==> config.mk <==
export PLATFORM = sky130hd
export DESIGN_NAME = ppei_top
export DESIGN_NICKNAME = d
export VERILOG_FILES = /design/src/logic/ppei_sync.v /design/src/logic/ppei_unit.v /design/src/logic/ppei_top.v
export VERILOG_INCLUDE_DIRS = /design/src /design/src/logic
export SDC_FILE = /design/constraint.sdc
export NUM_CORES = 1
export LEC_CHECK = 0
export CORE_MARGIN = 5
export CORE_UTILIZATION = 37
export DETAILED_ROUTE_END_ITERATION = 10
export DONT_BUFFER_PORTS = 1
export PLACE_DENSITY = 0.55
export SYNTH_ARGS = -nofsm -noshare
export SYNTH_HDL_FRONTEND = slang
export SYNTH_SLANG_ARGS = --single-unit
==> constraint.sdc <==
create_clock -name pclk -period 2.2 [get_ports pclk]
set_clock_uncertainty 0.2 [all_clocks]
set_input_delay 0.22 -clock pclk [delete_from_list [all_inputs] [get_ports pclk]]
set_output_delay 0.22 -clock pclk [all_outputs]
set_load 0.005 [all_outputs]
==> src/logic/ppei_regs.vh <==
// register offsets, field layouts and reset values of the port pin interrupt unit
`ifndef PPEI_REGS_VH
`define PPEI_REGS_VH

`define PPEI_PORTS         2
`define PPEI_PINS          8
`define PPEI_ADDR_W        12

`define PPEI_OFF_MODE_LO   12'h000
`define PPEI_OFF_MODE_HI   12'h004
`define PPEI_OFF_STAT0     12'h008
`define PPEI_OFF_STAT1     12'h00C
`define PPEI_OFF_MASK0     12'h010
`define PPEI_OFF_MASK1     12'h014
`define PPEI_OFF_INBUF     12'h018
`define PPEI_OFF_THRESH    12'h01C
`define PPEI_OFF_PINS      12'h020

`define PPEI_MODE_NONE     2'h0
`define PPEI_MODE_RISE     2'h1
`define PPEI_MODE_FALL     2'h2
`define PPEI_MODE_BOTH     2'h3

`define PPEI_RST_MODE      16'h0000
`define PPEI_RST_STAT      8'h00
`define PPEI_RST_MASK      8'h00
`define PPEI_RST_INBUF     8'hFF
`define PPEI_RST_THRESH    2'h0

`endif

==> src/logic/ppei_sync.v <==
// two-stage synchroniser for a group of pin levels
`timescale 1ns/100ps
`default_nettype none

module ppei_sync #(
    parameter W = 8
) (
    input  wire         pclk,
    input  wire         presetn,
    input  wire [W-1:0] d,
    output wire [W-1:0] q
);
    reg [W-1:0] meta_r;
    reg [W-1:0] sync_r;

    always @(posedge pclk or negedge presetn) begin
        if (!presetn) begin
            meta_r <= {W{1'b0}};
            sync_r <= {W{1'b0}};
        end else begin
            meta_r <= d;
            sync_r <= meta_r;
        end
    end

    assign q = sync_r;
endmodule // ppei_sync

`default_nettype wire

==> src/logic/ppei_unit.v <==
// one port interrupt unit: eight pins, edge modes, sticky status, mask, wake
`timescale 1ns/100ps
`default_nettype none
`include "ppei_regs.vh"

module ppei_unit (
    input  wire        pclk,
    input  wire        presetn,
    input  wire [7:0]  pin_in,
    input  wire [7:0]  inbuf_en,
    input  wire [15:0] mode,
    input  wire [7:0]  mask,
    input  wire [7:0]  clr,
    output wire [7:0]  status,
    output wire [7:0]  pin_sync,
    output wire        irq,
    output wire        wake
);
    wire [7:0] gated;
    wire [7:0] s;
    reg  [7:0] prev_r;
    reg  [7:0] status_r;
    wire [7:0] hit;
    wire [7:0] armed;

    assign gated = pin_in & inbuf_en;

    ppei_sync #(.W(8)) u_sync (
        .pclk    (pclk),
        .presetn (presetn),
        .d       (gated),
        .q       (s)
    );

    genvar i;
    generate
        for (i = 0; i < `PPEI_PINS; i = i + 1) begin : g_pin
            wire rise = s[i] & ~prev_r[i];
            wire fall = ~s[i] & prev_r[i];
            // per-pin mode decode, edges only
            assign hit[i] = (mode[2*i] & rise) | (mode[2*i+1] & fall);
            // clockless wake: unsynchronised armed pin level differs from last seen
            assign armed[i] = mode[2*i] | mode[2*i+1];
        end
    endgenerate

    always @(posedge pclk or negedge presetn) begin
        if (!presetn) begin
            prev_r   <= 8'h00;
            status_r <= `PPEI_RST_STAT;
        end else begin
            prev_r   <= s;
            // set wins over clear, sticky until written
            status_r <= (status_r & ~clr) | hit;
        end
    end

    assign status   = status_r;
    assign pin_sync = s;
    assign irq      = |(status_r & mask);
    // combinational wake path needs no clock
    assign wake     = |((gated ^ prev_r) & armed & mask);
endmodule // ppei_unit

`default_nettype wire

==> src/logic/ppei_top.v <==
// port pin edge interrupt block: two ports with an apb register slave
// Operation
// - each pin selects rising, falling, both edges, or no interrupt
// - matching edge sets pin status bit and requests an interrupt
// - eight pins per port form one unit with its own interrupt vector
// - per-pin status register identifies which pin caused the request
// - edge detection and requests need pclk running; with the clock stopped only the wake path reacts
// - only edges are detected; level behaviour comes from configurable logic blocks
// - per-pin input buffer disable; per-port cmos or low voltage ttl threshold
// - a clockless wake path reacts to pin events in retention mode
`timescale 1ns/100ps
`default_nettype none
`include "ppei_regs.vh"

module ppei_top (
    input  wire        pclk,
    input  wire        presetn,
    input  wire        psel,
    input  wire        penable,
    input  wire        pwrite,
    input  wire [11:0] paddr,
    input  wire [31:0] pwdata,
    output reg  [31:0] prdata,
    output reg         pready,
    output reg         pslverr,
    input  wire [7:0]  port0_pins,
    input  wire [7:0]  port1_pins,
    output reg         port0_irq,
    output reg         port1_irq,
    output reg  [1:0]  low_voltage_ttl_threshold,
    output wire        wake_req
);
    reg  [15:0] mode0_r;
    reg  [15:0] mode1_r;
    reg  [7:0]  mask0_r;
    reg  [7:0]  mask1_r;
    reg  [15:0] inbuf_r;
    reg  [1:0]  thresh_r;
    reg  [7:0]  clr0;
    reg  [7:0]  clr1;
    wire [7:0]  stat0;
    wire [7:0]  stat1;
    wire [7:0]  sync0;
    wire [7:0]  sync1;
    wire        irq0;
    wire        irq1;
    wire        wake0;
    wire        wake1;
    wire        setup;
    wire        wr;
    reg         hit_addr;

    assign setup = psel & ~penable;
    assign wr    = psel & penable & pready & pwrite;

    ppei_unit u_port0 (
        .pclk     (pclk),
        .presetn  (presetn),
        .pin_in   (port0_pins),
        .inbuf_en (inbuf_r[7:0]),
        .mode     (mode0_r),
        .mask     (mask0_r),
        .clr      (clr0),
        .status   (stat0),
        .pin_sync (sync0),
        .irq      (irq0),
        .wake     (wake0)
    );

    ppei_unit u_port1 (
        .pclk     (pclk),
        .presetn  (presetn),
        .pin_in   (port1_pins),
        .inbuf_en (inbuf_r[15:8]),
        .mode     (mode1_r),
        .mask     (mask1_r),
        .clr      (clr1),
        .status   (stat1),
        .pin_sync (sync1),
        .irq      (irq1),
        .wake     (wake1)
    );

    // wake path is combinational so it works with the clock stopped
    assign wake_req = wake0 | wake1;

    always @* begin
        case (paddr)
            `PPEI_OFF_MODE_LO,
            `PPEI_OFF_MODE_HI,
            `PPEI_OFF_STAT0,
            `PPEI_OFF_STAT1,
            `PPEI_OFF_MASK0,
            `PPEI_OFF_MASK1,
            `PPEI_OFF_INBUF,
            `PPEI_OFF_THRESH,
            `PPEI_OFF_PINS: hit_addr = 1'b1;
            default:        hit_addr = 1'b0;
        endcase
    end

    // write-one-to-clear of the sticky status bits
    always @* begin
        clr0 = 8'h00;
        clr1 = 8'h00;
        if (wr && paddr == `PPEI_OFF_STAT0) begin
            clr0 = pwdata[7:0];
        end
        if (wr && paddr == `PPEI_OFF_STAT1) begin
            clr1 = pwdata[7:0];
        end
    end

    always @(posedge pclk or negedge presetn) begin
        if (!presetn) begin
            mode0_r  <= `PPEI_RST_MODE;
            mode1_r  <= `PPEI_RST_MODE;
            mask0_r  <= `PPEI_RST_MASK;
            mask1_r  <= `PPEI_RST_MASK;
            inbuf_r  <= {`PPEI_RST_INBUF, `PPEI_RST_INBUF};
            thresh_r <= `PPEI_RST_THRESH;
        end else if (wr) begin
            case (paddr)
                `PPEI_OFF_MODE_LO: mode0_r  <= pwdata[15:0];
                `PPEI_OFF_MODE_HI: mode1_r  <= pwdata[15:0];
                `PPEI_OFF_MASK0:   mask0_r  <= pwdata[7:0];
                `PPEI_OFF_MASK1:   mask1_r  <= pwdata[7:0];
                `PPEI_OFF_INBUF:   inbuf_r  <= pwdata[15:0];
                `PPEI_OFF_THRESH:  thresh_r <= pwdata[1:0];
                default:           thresh_r <= thresh_r;
            endcase
        end
    end

    // apb: no wait states, answer in the first access cycle
    always @(posedge pclk or negedge presetn) begin
        if (!presetn) begin
            pready  <= 1'b0;
            pslverr <= 1'b0;
            prdata  <= 32'h00000000;
        end else if (setup) begin
            pready  <= 1'b1;
            pslverr <= ~hit_addr;
            case (paddr)
                `PPEI_OFF_MODE_LO: prdata <= {16'h0000, mode0_r};
                `PPEI_OFF_MODE_HI: prdata <= {16'h0000, mode1_r};
                `PPEI_OFF_STAT0:   prdata <= {24'h000000, stat0};
                `PPEI_OFF_STAT1:   prdata <= {24'h000000, stat1};
                `PPEI_OFF_MASK0:   prdata <= {24'h000000, mask0_r};
                `PPEI_OFF_MASK1:   prdata <= {24'h000000, mask1_r};
                `PPEI_OFF_INBUF:   prdata <= {16'h0000, inbuf_r};
                `PPEI_OFF_THRESH:  prdata <= {30'h00000000, thresh_r};
                `PPEI_OFF_PINS:    prdata <= {16'h0000, sync1, sync0};
                default:           prdata <= 32'h00000000;
            endcase
        end else begin
            pready  <= 1'b0;
            pslverr <= 1'b0;
            prdata  <= 32'h00000000;
        end
    end

    // one vector per port, registered
    always @(posedge pclk or negedge presetn) begin
        if (!presetn) begin
            port0_irq                 <= 1'b0;
            port1_irq                 <= 1'b0;
            low_voltage_ttl_threshold <= `PPEI_RST_THRESH;
        end else begin
            port0_irq                 <= irq0;
            port1_irq                 <= irq1;
            low_voltage_ttl_threshold <= thresh_r;
        end
    end
endmodule // ppei_top

`default_nettype wire

==> results of run 1 <==
registers in the layout, indices dropped and copies added, names as in the netlist, 2 cells and up:
register / cells
inbuf_r: 16
low_voltage_ttl_threshold: 2
mask0_r: 8
mask1_r: 8
mode0_r: 16
mode1_r: 16
prdata: 16
thresh_r: 2
u_port0.prev_r: 8
u_port0.status: 8
u_port0.u_sync.meta_r: 8
u_port0.u_sync.q: 8
u_port1.prev_r: 8
u_port1.status: 8
u_port1.u_sync.meta_r: 8
u_port1.u_sync.q: 8
worst paths after layout:
path	end	slack [ns]	cells after the start	startpoint
setup / recovery	wake_req	-0.18	4	inbuf_r[8]$_DFFE_PN1P_
hold / removal	prdata[9]$_DFF_PN0_	-0.71	0	presetn
setup reg to reg	mode1_r[15]$_DFFE_PN0P_	0.27	6	pready$_DFF_PN0_
hold reg to reg	u_port1.u_sync.q[5]$_DFF_PN0_	0.15	0	u_port1.u_sync.meta_r[5]$_DFF_PN0_
max in group asynchronous	inbuf_r[0]$_DFFE_PN1P_	2.19	0	presetn
min in group pclk	prdata[8]$_DFF_PN0_	0.01	3	paddr[5]
worst max-delay path, cell delays in order (launching register included):
cell and delay (ns):
dfstp_2 0.53, and2_4 0.16, xnor2_2 0.12, o2111ai_2 0.17, or4_4 0.56
layout by cell type (no fill, tap or decap), types with 18 or more instances in the layout:
| cell type | instances |
|---|---|
| buf_4 | 39 |
| a21o_1 | 38 |
| nand3b_1 | 18 |
| nand4_1 | 22 |
| nand2_1 | 34 |
| dlygate4sd3_1 | 39 |
| o21ai_0 | 23 |
| nand3_1 | 31 |
| and2_1 | 20 |
| mux2_2 | 74 |
| dfrtp_1 | 136 |
routing by layer:
metal | vias to the layer above | track usage
met2 | 227 | 0.306
met5 | - | 0
met4 | 0 | 0.0760
met1 | 2670 | 0.276
met3 | 43 | 0.0579
li1 | 2267 | -
per-stage QoR:
| stage | cell area, µm² | instances |
|---|---|---|
| 3_3_place_gp | 7420 | 817 |
| 4_1_cts | 8510 | 894 |
| 5_1_grt | 8580 | 898 |
| 2_1_floorplan | 7060 | 592 |
| 6_report | 8580 | 898 |
| 3_5_place_dp | 7420 | 817 |
where the power goes:
group | switching, W | leakage, nW | internal (W)
Sequential | 0.00000188 | 2.06 | 0.00280
Clock | 0.00122 | 0.287 | 0.00174
Combinational | 0.000104 | 1.72 | 0.0000780
Total | 0.00133 | 4.07 | 0.00462
logic make-up (layout without fill, tap and decap cells):
group	count (synthesis)	count (layout)
buf+inv	46	118
other cells	1	16
flops	152	152
xor+xnor	2	2
simple gates	163	163
mux	92	92
compound gates	121	121
area by class of cell:
type | instances | area [µm²]
fillers | 1697 | 10100
flip-flops and latches | 152 | 3820
multi-input cells | 394 | 3070
repair buffers | 84 | 796
clock buffers | 19 | 453
well taps | 234 | 293
clock inverters | 13 | 141
inverters | 2 | 7.51
timing repair:
action	in CTS	in global routing
gates resized for setup	9	8
endpoints found under the setup margin	1	17
pin swaps	2	3
setup buffers	5	4
hold endpoints to repair	265	152
==> results.yml, run 1 <==
layout:
  layout-drive-gt1-share: 0.309
  antenna_cells: 0
  areaGrowthSynthToFinish_pct: 22.5
  nNetsFinal: 716
  final_util: 0.459
clock_network:
  hold_buffers: 40
  cts_tree: "done"
  clk_latency_ns: 0.44
  clk_pin_slew_ns: 0.07
  clockBufferDepth: 2
  cts_made_buffers: 17
  cts.sinks: 152
  htree_levels: 4
  clockRootBuffer: "clkbuf_16"
power:
  power.leakage_nw: 4.07
  ir_drop_mv: 0.675
  power_density_mw_per_mm2: 693
  design_power_total_w: 0.00595
routing:
  first_pass_iters: 5
  wl_met2_um: 9850
  wl_met1_um: 9230
  wl_met3_um: 1800
  drt_wl_total_um: 21500
  wl_per_cell_um: 23.9
  viasPerCell: 5.80
  drt_iter0_drc: 524
  top_layer_used: "met4"
  postRouteAntennaNets: 0
  num_vias: 5207
  route.detailed.drc: 0
worst_hold_path:
  holdCritPathClass: "in2async"
synthesis:
  avgSynthCellArea_um2: 12.1
  synth-edff-count: 0
  synth_top_family_by_area: "multiplexers"
  postSynthCellCount: 577
  synth_area_leader_cell: "dfrtp_1"
  synth_compound_area_frac: 0.120
  synthSimpleGateAreaFrac: 0.140
  ys.flop_type: "dfrtp_1"
  ys_seq_elements: 152
  synth.most_common_cell: "dfrtp_1"
  synth.top_cell.area_share: 0.486
  syn_area_mm2: 0.00701
  synth-xor-area-share: 0.00250
  synthArstFlopShare: 1.00
  yosys_warnings: 0
  ys_top_cells_by_count: "dfrtp_1 (136), mux2_2 (74), a21o_1 (38)"
  muxShareOfSynthArea: 0.152
  netlist_top_cells_area: "dfrtp_1 (49%), mux2_2 (12%), dfstp_2 (6.0%)"
  synth_cell_types: 53
  ys_seq_area_frac: 0.546
  yosys.area_share.adder: 0
floorplanning:
  rows: 50
  fp.dieArea_mm2: 0.0218
  start_util: 0.375
  die_w_um: 148
  die_h_um: 148
  core_mm2: 0.0187
  ios: 104
global_routing:
  grt_pass1_wl_um: 33200
  overflow: 0
  antenna_found_initial: 0
  grt_pass1_vias: 5372
  grt_usage: 0.202
  grt_max_degree: 153
setup_path:
  crit_arrival_ns: 1.96
  cp.required_ns: 1.78
  critPathCaptureType: "output pin"
  worst-setup-path-type: "reg2out"
  startpoint_type: "flop"
  cp_max_fo: 2
sta:
  rsz0062_at_grt: "true"
  setup_tns_ns: -0.181
  hold_ws_ns: -0.707
  slew-limit-headroom: 0.422
  period_needed_ns: 2.38
  setup_viol: 1
  max_freq_mhz: 420
  hold_violations: 152
  period_share: 1.08
  setup_ws_ns: -0.181
  drv_slew: 0
  worstMarginPinSlew_ns: 0.864
placed_design:
  globalplace.congestion: 0.904
  port_buffers: 0
  dp_hpwl_um: 14200
  post-place-ws_ns: -0.0308
flow_run:
  drv_cap: 0
outcome:
  status: "complete, but fails checks"
  violations: "negative hold slack, negative setup slack"
Power figures use the tool's default switching activity.
==> inputs of run 2 (changes only) <==
--- a/config.mk
+++ b/config.mk
@@ -10,7 +10,9 @@
 export CORE_UTILIZATION = 37
 export DETAILED_ROUTE_END_ITERATION = 10
 export DONT_BUFFER_PORTS = 1
+export GPL_ROUTABILITY_DRIVEN = 1
 export PLACE_DENSITY = 0.55
+export REMOVE_ABC_BUFFERS = 1
 export SYNTH_ARGS = -nofsm -noshare
 export SYNTH_HDL_FRONTEND = slang
 export SYNTH_SLANG_ARGS = --single-unit
==> run 2 against run 1 <==
The run still ends with negative hold slack, negative setup slack left. Maximum frequency grew 1.1%. Cell area decreased by 0.60%. Power is 2.8% higher. Critical path type unchanged. Largest cell class unchanged.
==> results.yml, run 2 (synthesis results as in run 1) <==
clock_network:
  htree_levels: 4
  cts_made_buffers: 17
  hold_buffers: 43
  cts_tree: "done"
  clockRootBuffer: "clkbuf_16"
  cts.sinks: 152
  clk_pin_slew_ns: 0.06
  clk_latency_ns: 0.43
  clockBufferDepth: 2
floorplanning:
  die_h_um: 148
  fp.dieArea_mm2: 0.0218
  ios: 104
  start_util: 0.375
  core_mm2: 0.0187
  die_w_um: 148
  rows: 50
global_routing:
  overflow: 0
  grt_pass1_wl_um: 32800
  grt_max_degree: 153
  antenna_found_initial: 1
  grt_pass1_vias: 5408
  grt_usage: 0.199
power:
  power.leakage_nw: 4.04
  clockPowerShare: 0.512
  internal_power_w: 0.00484
  ir_drop_mv: 0.566
  p_seq_frac: 0.458
  design_power_total_w: 0.00611
  switchingPower_w: 0.00128
  p_sw_frac: 0.209
  p_comb_frac: 0.030
  power_density_mw_per_mm2: 717
sta:
  rsz0062_at_grt: "true"
  max_freq_mhz: 424
  drv_slew: 0
  hold_ws_ns: -0.720
  period_share: 1.07
  setup_ws_ns: -0.156
  worstMarginPinSlew_ns: 0.790
  setup_viol: 1
  setup_tns_ns: -0.156
  period_needed_ns: 2.36
  slew-limit-headroom: 0.471
  hold_violations: 152
placed_design:
  globalplace.congestion: 0.881
  dp_hpwl_um: 13800
  dp_cells: 816
  port_buffers: 0
  dpl-instance-area_mm2: 0.00740
routing:
  drt_wl_total_um: 21300
  route.detailed.drc: 0
  num_vias: 5100
  first_pass_iters: 5
  viasPerCell: 5.71
  wl_per_cell_um: 23.8
  postRouteAntennaNets: 0
  drt_iter0_drc: 488
layout:
  areaGrowthSynthToFinish_pct: 21.7
  final_cell_mix: "dfrtp_1 (136), mux2_2 (74), dlygate4sd3_1 (43)"
  final_common_cell: "dfrtp_1"
  layout-drive-gt1-share: 0.290
  stdcell_area_mm2: 0.00853
  n_fill_cell: 1692
  final_util: 0.456
  register_area_mm2: 0.00382
  fin_cells: 893
  nNetsFinal: 710
  multi_input_area_mm2: 0.00303
outcome:
  status: "complete, but fails checks"
  violations: "negative hold slack, negative setup slack"
setup_path:
  startpoint_type: "flop"
  worst-setup-path-type: "reg2out"
  cp_max_fo: 2
  crit_arrival_ns: 1.94
  cp.required_ns: 1.78
  critPathCaptureType: "output pin"
flow_run:
  drv_cap: 0
worst_hold_path:
  holdCritPathClass: "in2async"
[run 2: per-stage QoR]
stage,worst slack (ns),hold slack [ns]
finish,-0.156,-0.720
CTS,-0.167,-0.728
detailed placement,0.00447,-0.270
global placement,0.0372,-0.269
floorplan,-0.362,-0.276
global route,-0.221,-0.740
[run 2: cell type report]
type,count,share of cell area
sequential,152,0.448
multi-input combinational,394,0.355
timing repair buffer,78,0.0871
clock buffer,20,0.0535
tap,234,0.0343
clock inverter,12,0.0202
inverter,2,0.000880
antenna,1,0.000293
[run 2: repair_timing]
item                                    CTS  global route
resized for setup                         8             3
endpoints found under the setup margin    1             1
endpoints found under the hold margin   265           152
setup buffers                             1             0
pin swaps                                 3             1
[run 2: critical path, cell delays in order, from the launching register on]
cell,delay (ns)
dfstp_2,0.53
and2_4,0.16
xnor2_2,0.13
o2111ai_1,0.13
or4_4,0.56
[run 2: power by group through the flow]
stage / registers (W) / logic, W / clock network, W
after floorplan: 0.00285 / 0.0000496 / 0
after global placement: 0.00285 / 0.0000796 / 0
after detailed placement: 0.00285 / 0.0000805 / 0
after CTS: 0.00280 / 0.000181 / 0.00318
after global routing: 0.00280 / 0.000192 / 0.00331
final: 0.00280 / 0.000184 / 0.00313
[run 2: routing by layer]
layer / share of wire / global-route usage / vias to the layer above
met4: 0.023 / 0.0666 / 0
li1: - / - / 2254
met5: 0 / 0 / -
met2: 0.48 / 0.323 / 185
met3: 0.061 / 0.0490 / 40
met1: 0.44 / 0.262 / 2621
[run 2: path summary, 6_finish.rpt]
| kind | start | end | slack, ns | cells past startpoint |
|---|---|---|---|---|
| worst min-delay path | presetn | prdata[14]$_DFF_PN0_ | -0.72 | 0 |
| worst min register to register | u_port0.u_sync.meta_r[7]$_DFF_PN0_ | u_port0.u_sync.q[7]$_DFF_PN0_ | 0.14 | 0 |
| min in group pclk | paddr[5] | prdata[11]$_DFF_PN0_ | 0.01 | 3 |
| max in group asynchronous | presetn | inbuf_r[0]$_DFFE_PN1P_ | 2.24 | 0 |
| worst max register to register | pready$_DFF_PN0_ | thresh_r[1]$_DFFE_PN0P_ | 0.31 | 6 |
| worst max-delay path | inbuf_r[8]$_DFFE_PN1P_ | wake_req | -0.16 | 4 |
==> inputs of run 3 (changes only) <==
--- a/config.mk
+++ b/config.mk
@@ -7,11 +7,11 @@
 export NUM_CORES = 1
 export LEC_CHECK = 0
 export CORE_MARGIN = 5
-export CORE_UTILIZATION = 37
+export CORE_UTILIZATION = 25
 export DETAILED_ROUTE_END_ITERATION = 10
 export DONT_BUFFER_PORTS = 1
 export GPL_ROUTABILITY_DRIVEN = 1
-export PLACE_DENSITY = 0.55
+export PLACE_DENSITY = 0.42
 export REMOVE_ABC_BUFFERS = 1
 export SYNTH_ARGS = -nofsm -noshare
 export SYNTH_HDL_FRONTEND = slang
==> run 3 against run 2 <==
The flow still finishes with violations (negative hold slack, negative setup slack). Worst hold slack got worse by 0.0087 ns. Setup slack lost 0.11 ns. Sequential share of layout area fell by 0.79 points. Critical path type unchanged.
==> results.yml, run 3 (synthesis results as in run 1) <==
outcome:
  status: "complete, but fails checks"
  violations: "negative hold slack, negative setup slack"
clock_network:
  clk_pin_slew_ns: 0.07
  clockRootBuffer: "clkbuf_16"
  hold_buffers: 41
  cts.sinks: 152
  cts_tree: "done"
  cts_made_buffers: 17
  clk_latency_ns: 0.44
  htree_levels: 4
  clockBufferDepth: 2
setup_path:
  crit_arrival_ns: 2.04
  r2r-start: "pready$_DFF_PN0_"
  crit_path_start: "inbuf_r[1]$_DFFE_PN1P_"
  cp_max_fo: 3
  startpoint_type: "flop"
  r2r_setup_slack_ns: 0.24
  cp.required_ns: 1.78
  critPathCaptureType: "output pin"
  worst-setup-path-type: "reg2out"
placed_design:
  dp_hpwl_um: 15800
  port_buffers: 0
  globalplace.congestion: 0.836
  dpl-instance-area_mm2: 0.00763
routing:
  drt_wl_total_um: 24200
  wl_per_cell_um: 23.2
  drt_iter0_drc: 395
  num_vias: 5146
  postRouteAntennaNets: 0
  viasPerCell: 4.94
  route.detailed.drc: 0
  first_pass_iters: 5
sta:
  drv_slew: 0
  period_needed_ns: 2.46
  setup_viol: 1
  hold_ws_ns: -0.729
  setup_tns_ns: -0.262
  period_share: 1.12
  max_freq_mhz: 406
  hold_violations: 153
  setup_ws_ns: -0.262
  worstMarginPinSlew_ns: 0.958
  rsz0062_at_grt: "true"
  slew-limit-headroom: 0.361
power:
  design_power_total_w: 0.00602
  internal_power_w: 0.00463
  p_comb_frac: 0.031
  power_density_mw_per_mm2: 694
  ir_drop_mv: 0.453
  power.leakage_nw: 4.06
  p_seq_frac: 0.465
  clockPowerShare: 0.504
  p_sw_frac: 0.232
  switchingPower_w: 0.00140
global_routing:
  grt_pass1_vias: 5601
  grt_pass1_wl_um: 37000
  antenna_found_initial: 0
  grt_usage: 0.160
  grt_max_degree: 153
  overflow: 0
flow_run:
  drv_cap: 0
worst_hold_path:
  holdCritPathClass: "in2async"
layout:
  nNetsFinal: 715
  n_fill_cell: 2818
  final_cell_mix: "dfrtp_1 (136), mux2_2 (74), dlygate4sd3_1 (40)"
  layout-drive-gt1-share: 0.291
  antenna_cells: 0
  areaGrowthSynthToFinish_pct: 23.9
  stdcell_area_mm2: 0.00868
  final_common_cell: "dfrtp_1"
floorplanning:
  core_mm2: 0.0277
  die_h_um: 177
  fp.dieArea_mm2: 0.0315
  ios: 104
  rows: 61
  die_w_um: 177
  start_util: 0.253
[run 3: cell types whose count changed in the layout (fill, tap and decap cells not counted), sizes merged]
cell	previous run	this run
clkinvlp	2	3
inv	3	5
bufinv	4	2
dlygate4sd3	43	40
dlymetal6s4s	0	1
buf	35	42
diode	1	0
clkinv	5	4
[run 3: layout make-up]
type	instances	area, µm²	share of cell area
clock inverter	12	143	0.0164
clock buffer	20	457	0.0526
multi-input combinational	394	3000	0.346
inverter	2	7.51	0.000864
sequential	152	3820	0.440
timing repair buffer	83	778	0.0896
tap	378	473	0.0545
[run 3: worst paths after layout]
kind,endpoint,cells after the start
max in group asynchronous,inbuf_r[14]$_DFFE_PN1P_,0
worst max register to register,mode1_r[14]$_DFFE_PN0P_,6
worst min-delay path,u_port0.u_sync.q[0]$_DFF_PN0_,0
worst min register to register,u_port1.u_sync.q[4]$_DFF_PN0_,0
min in group pclk,prdata[6]$_DFF_PN0_,3
worst max-delay path,wake_req,5
[run 3: per-stage QoR]
| stage | std cells | setup WS [ns] | utilization |
|---|---|---|---|
| final | 1041 | -0.262 | 0.313 |
| after global placement | 967 | -0.0163 | 0.276 |
| after floorplan | 548 | -0.362 | - |
| after global routing | 1041 | -0.336 | 0.313 |
| after CTS | 1041 | -0.282 | 0.313 |
| after detailed placement | 967 | -0.0328 | 0.276 |
[run 3: power by group through the flow]
stage | logic, W | clock network, W | registers (W)
floorplan | 0.0000496 | 0 | 0.00285
global placement | 0.0000842 | 0 | 0.00285
detailed placement | 0.0000846 | 0 | 0.00285
CTS | 0.000187 | 0.00311 | 0.00280
global route | 0.000199 | 0.00322 | 0.00280
finish | 0.000189 | 0.00303 | 0.00280
[run 3: what timing repair did]
| action | in CTS | in global routing |
|---|---|---|
| hold endpoints to repair | 264 | 152 |
| endpoints found under the setup margin | 1 | 5 |
| buffers inserted | 1 | 0 |
| gates resized for setup | 5 | 2 |
| pin swaps | 1 | 2 |
[run 3: per-layer routing]
metal	wire length, µm	share of wire	GRT usage
met5	0	0	0
met4	750	0.031	0.0622
met3	1350	0.056	0.0390
met2	11600	0.48	0.257
met1	10500	0.43	0.207
[run 3: critical path, stage by stage (launching register included)]
cell and delay (ns):
dfstp_2 0.55, nand3_2 0.07, o2111ai_2 0.06, buf_4 0.15
nand4_1 0.17, or4_4 0.60
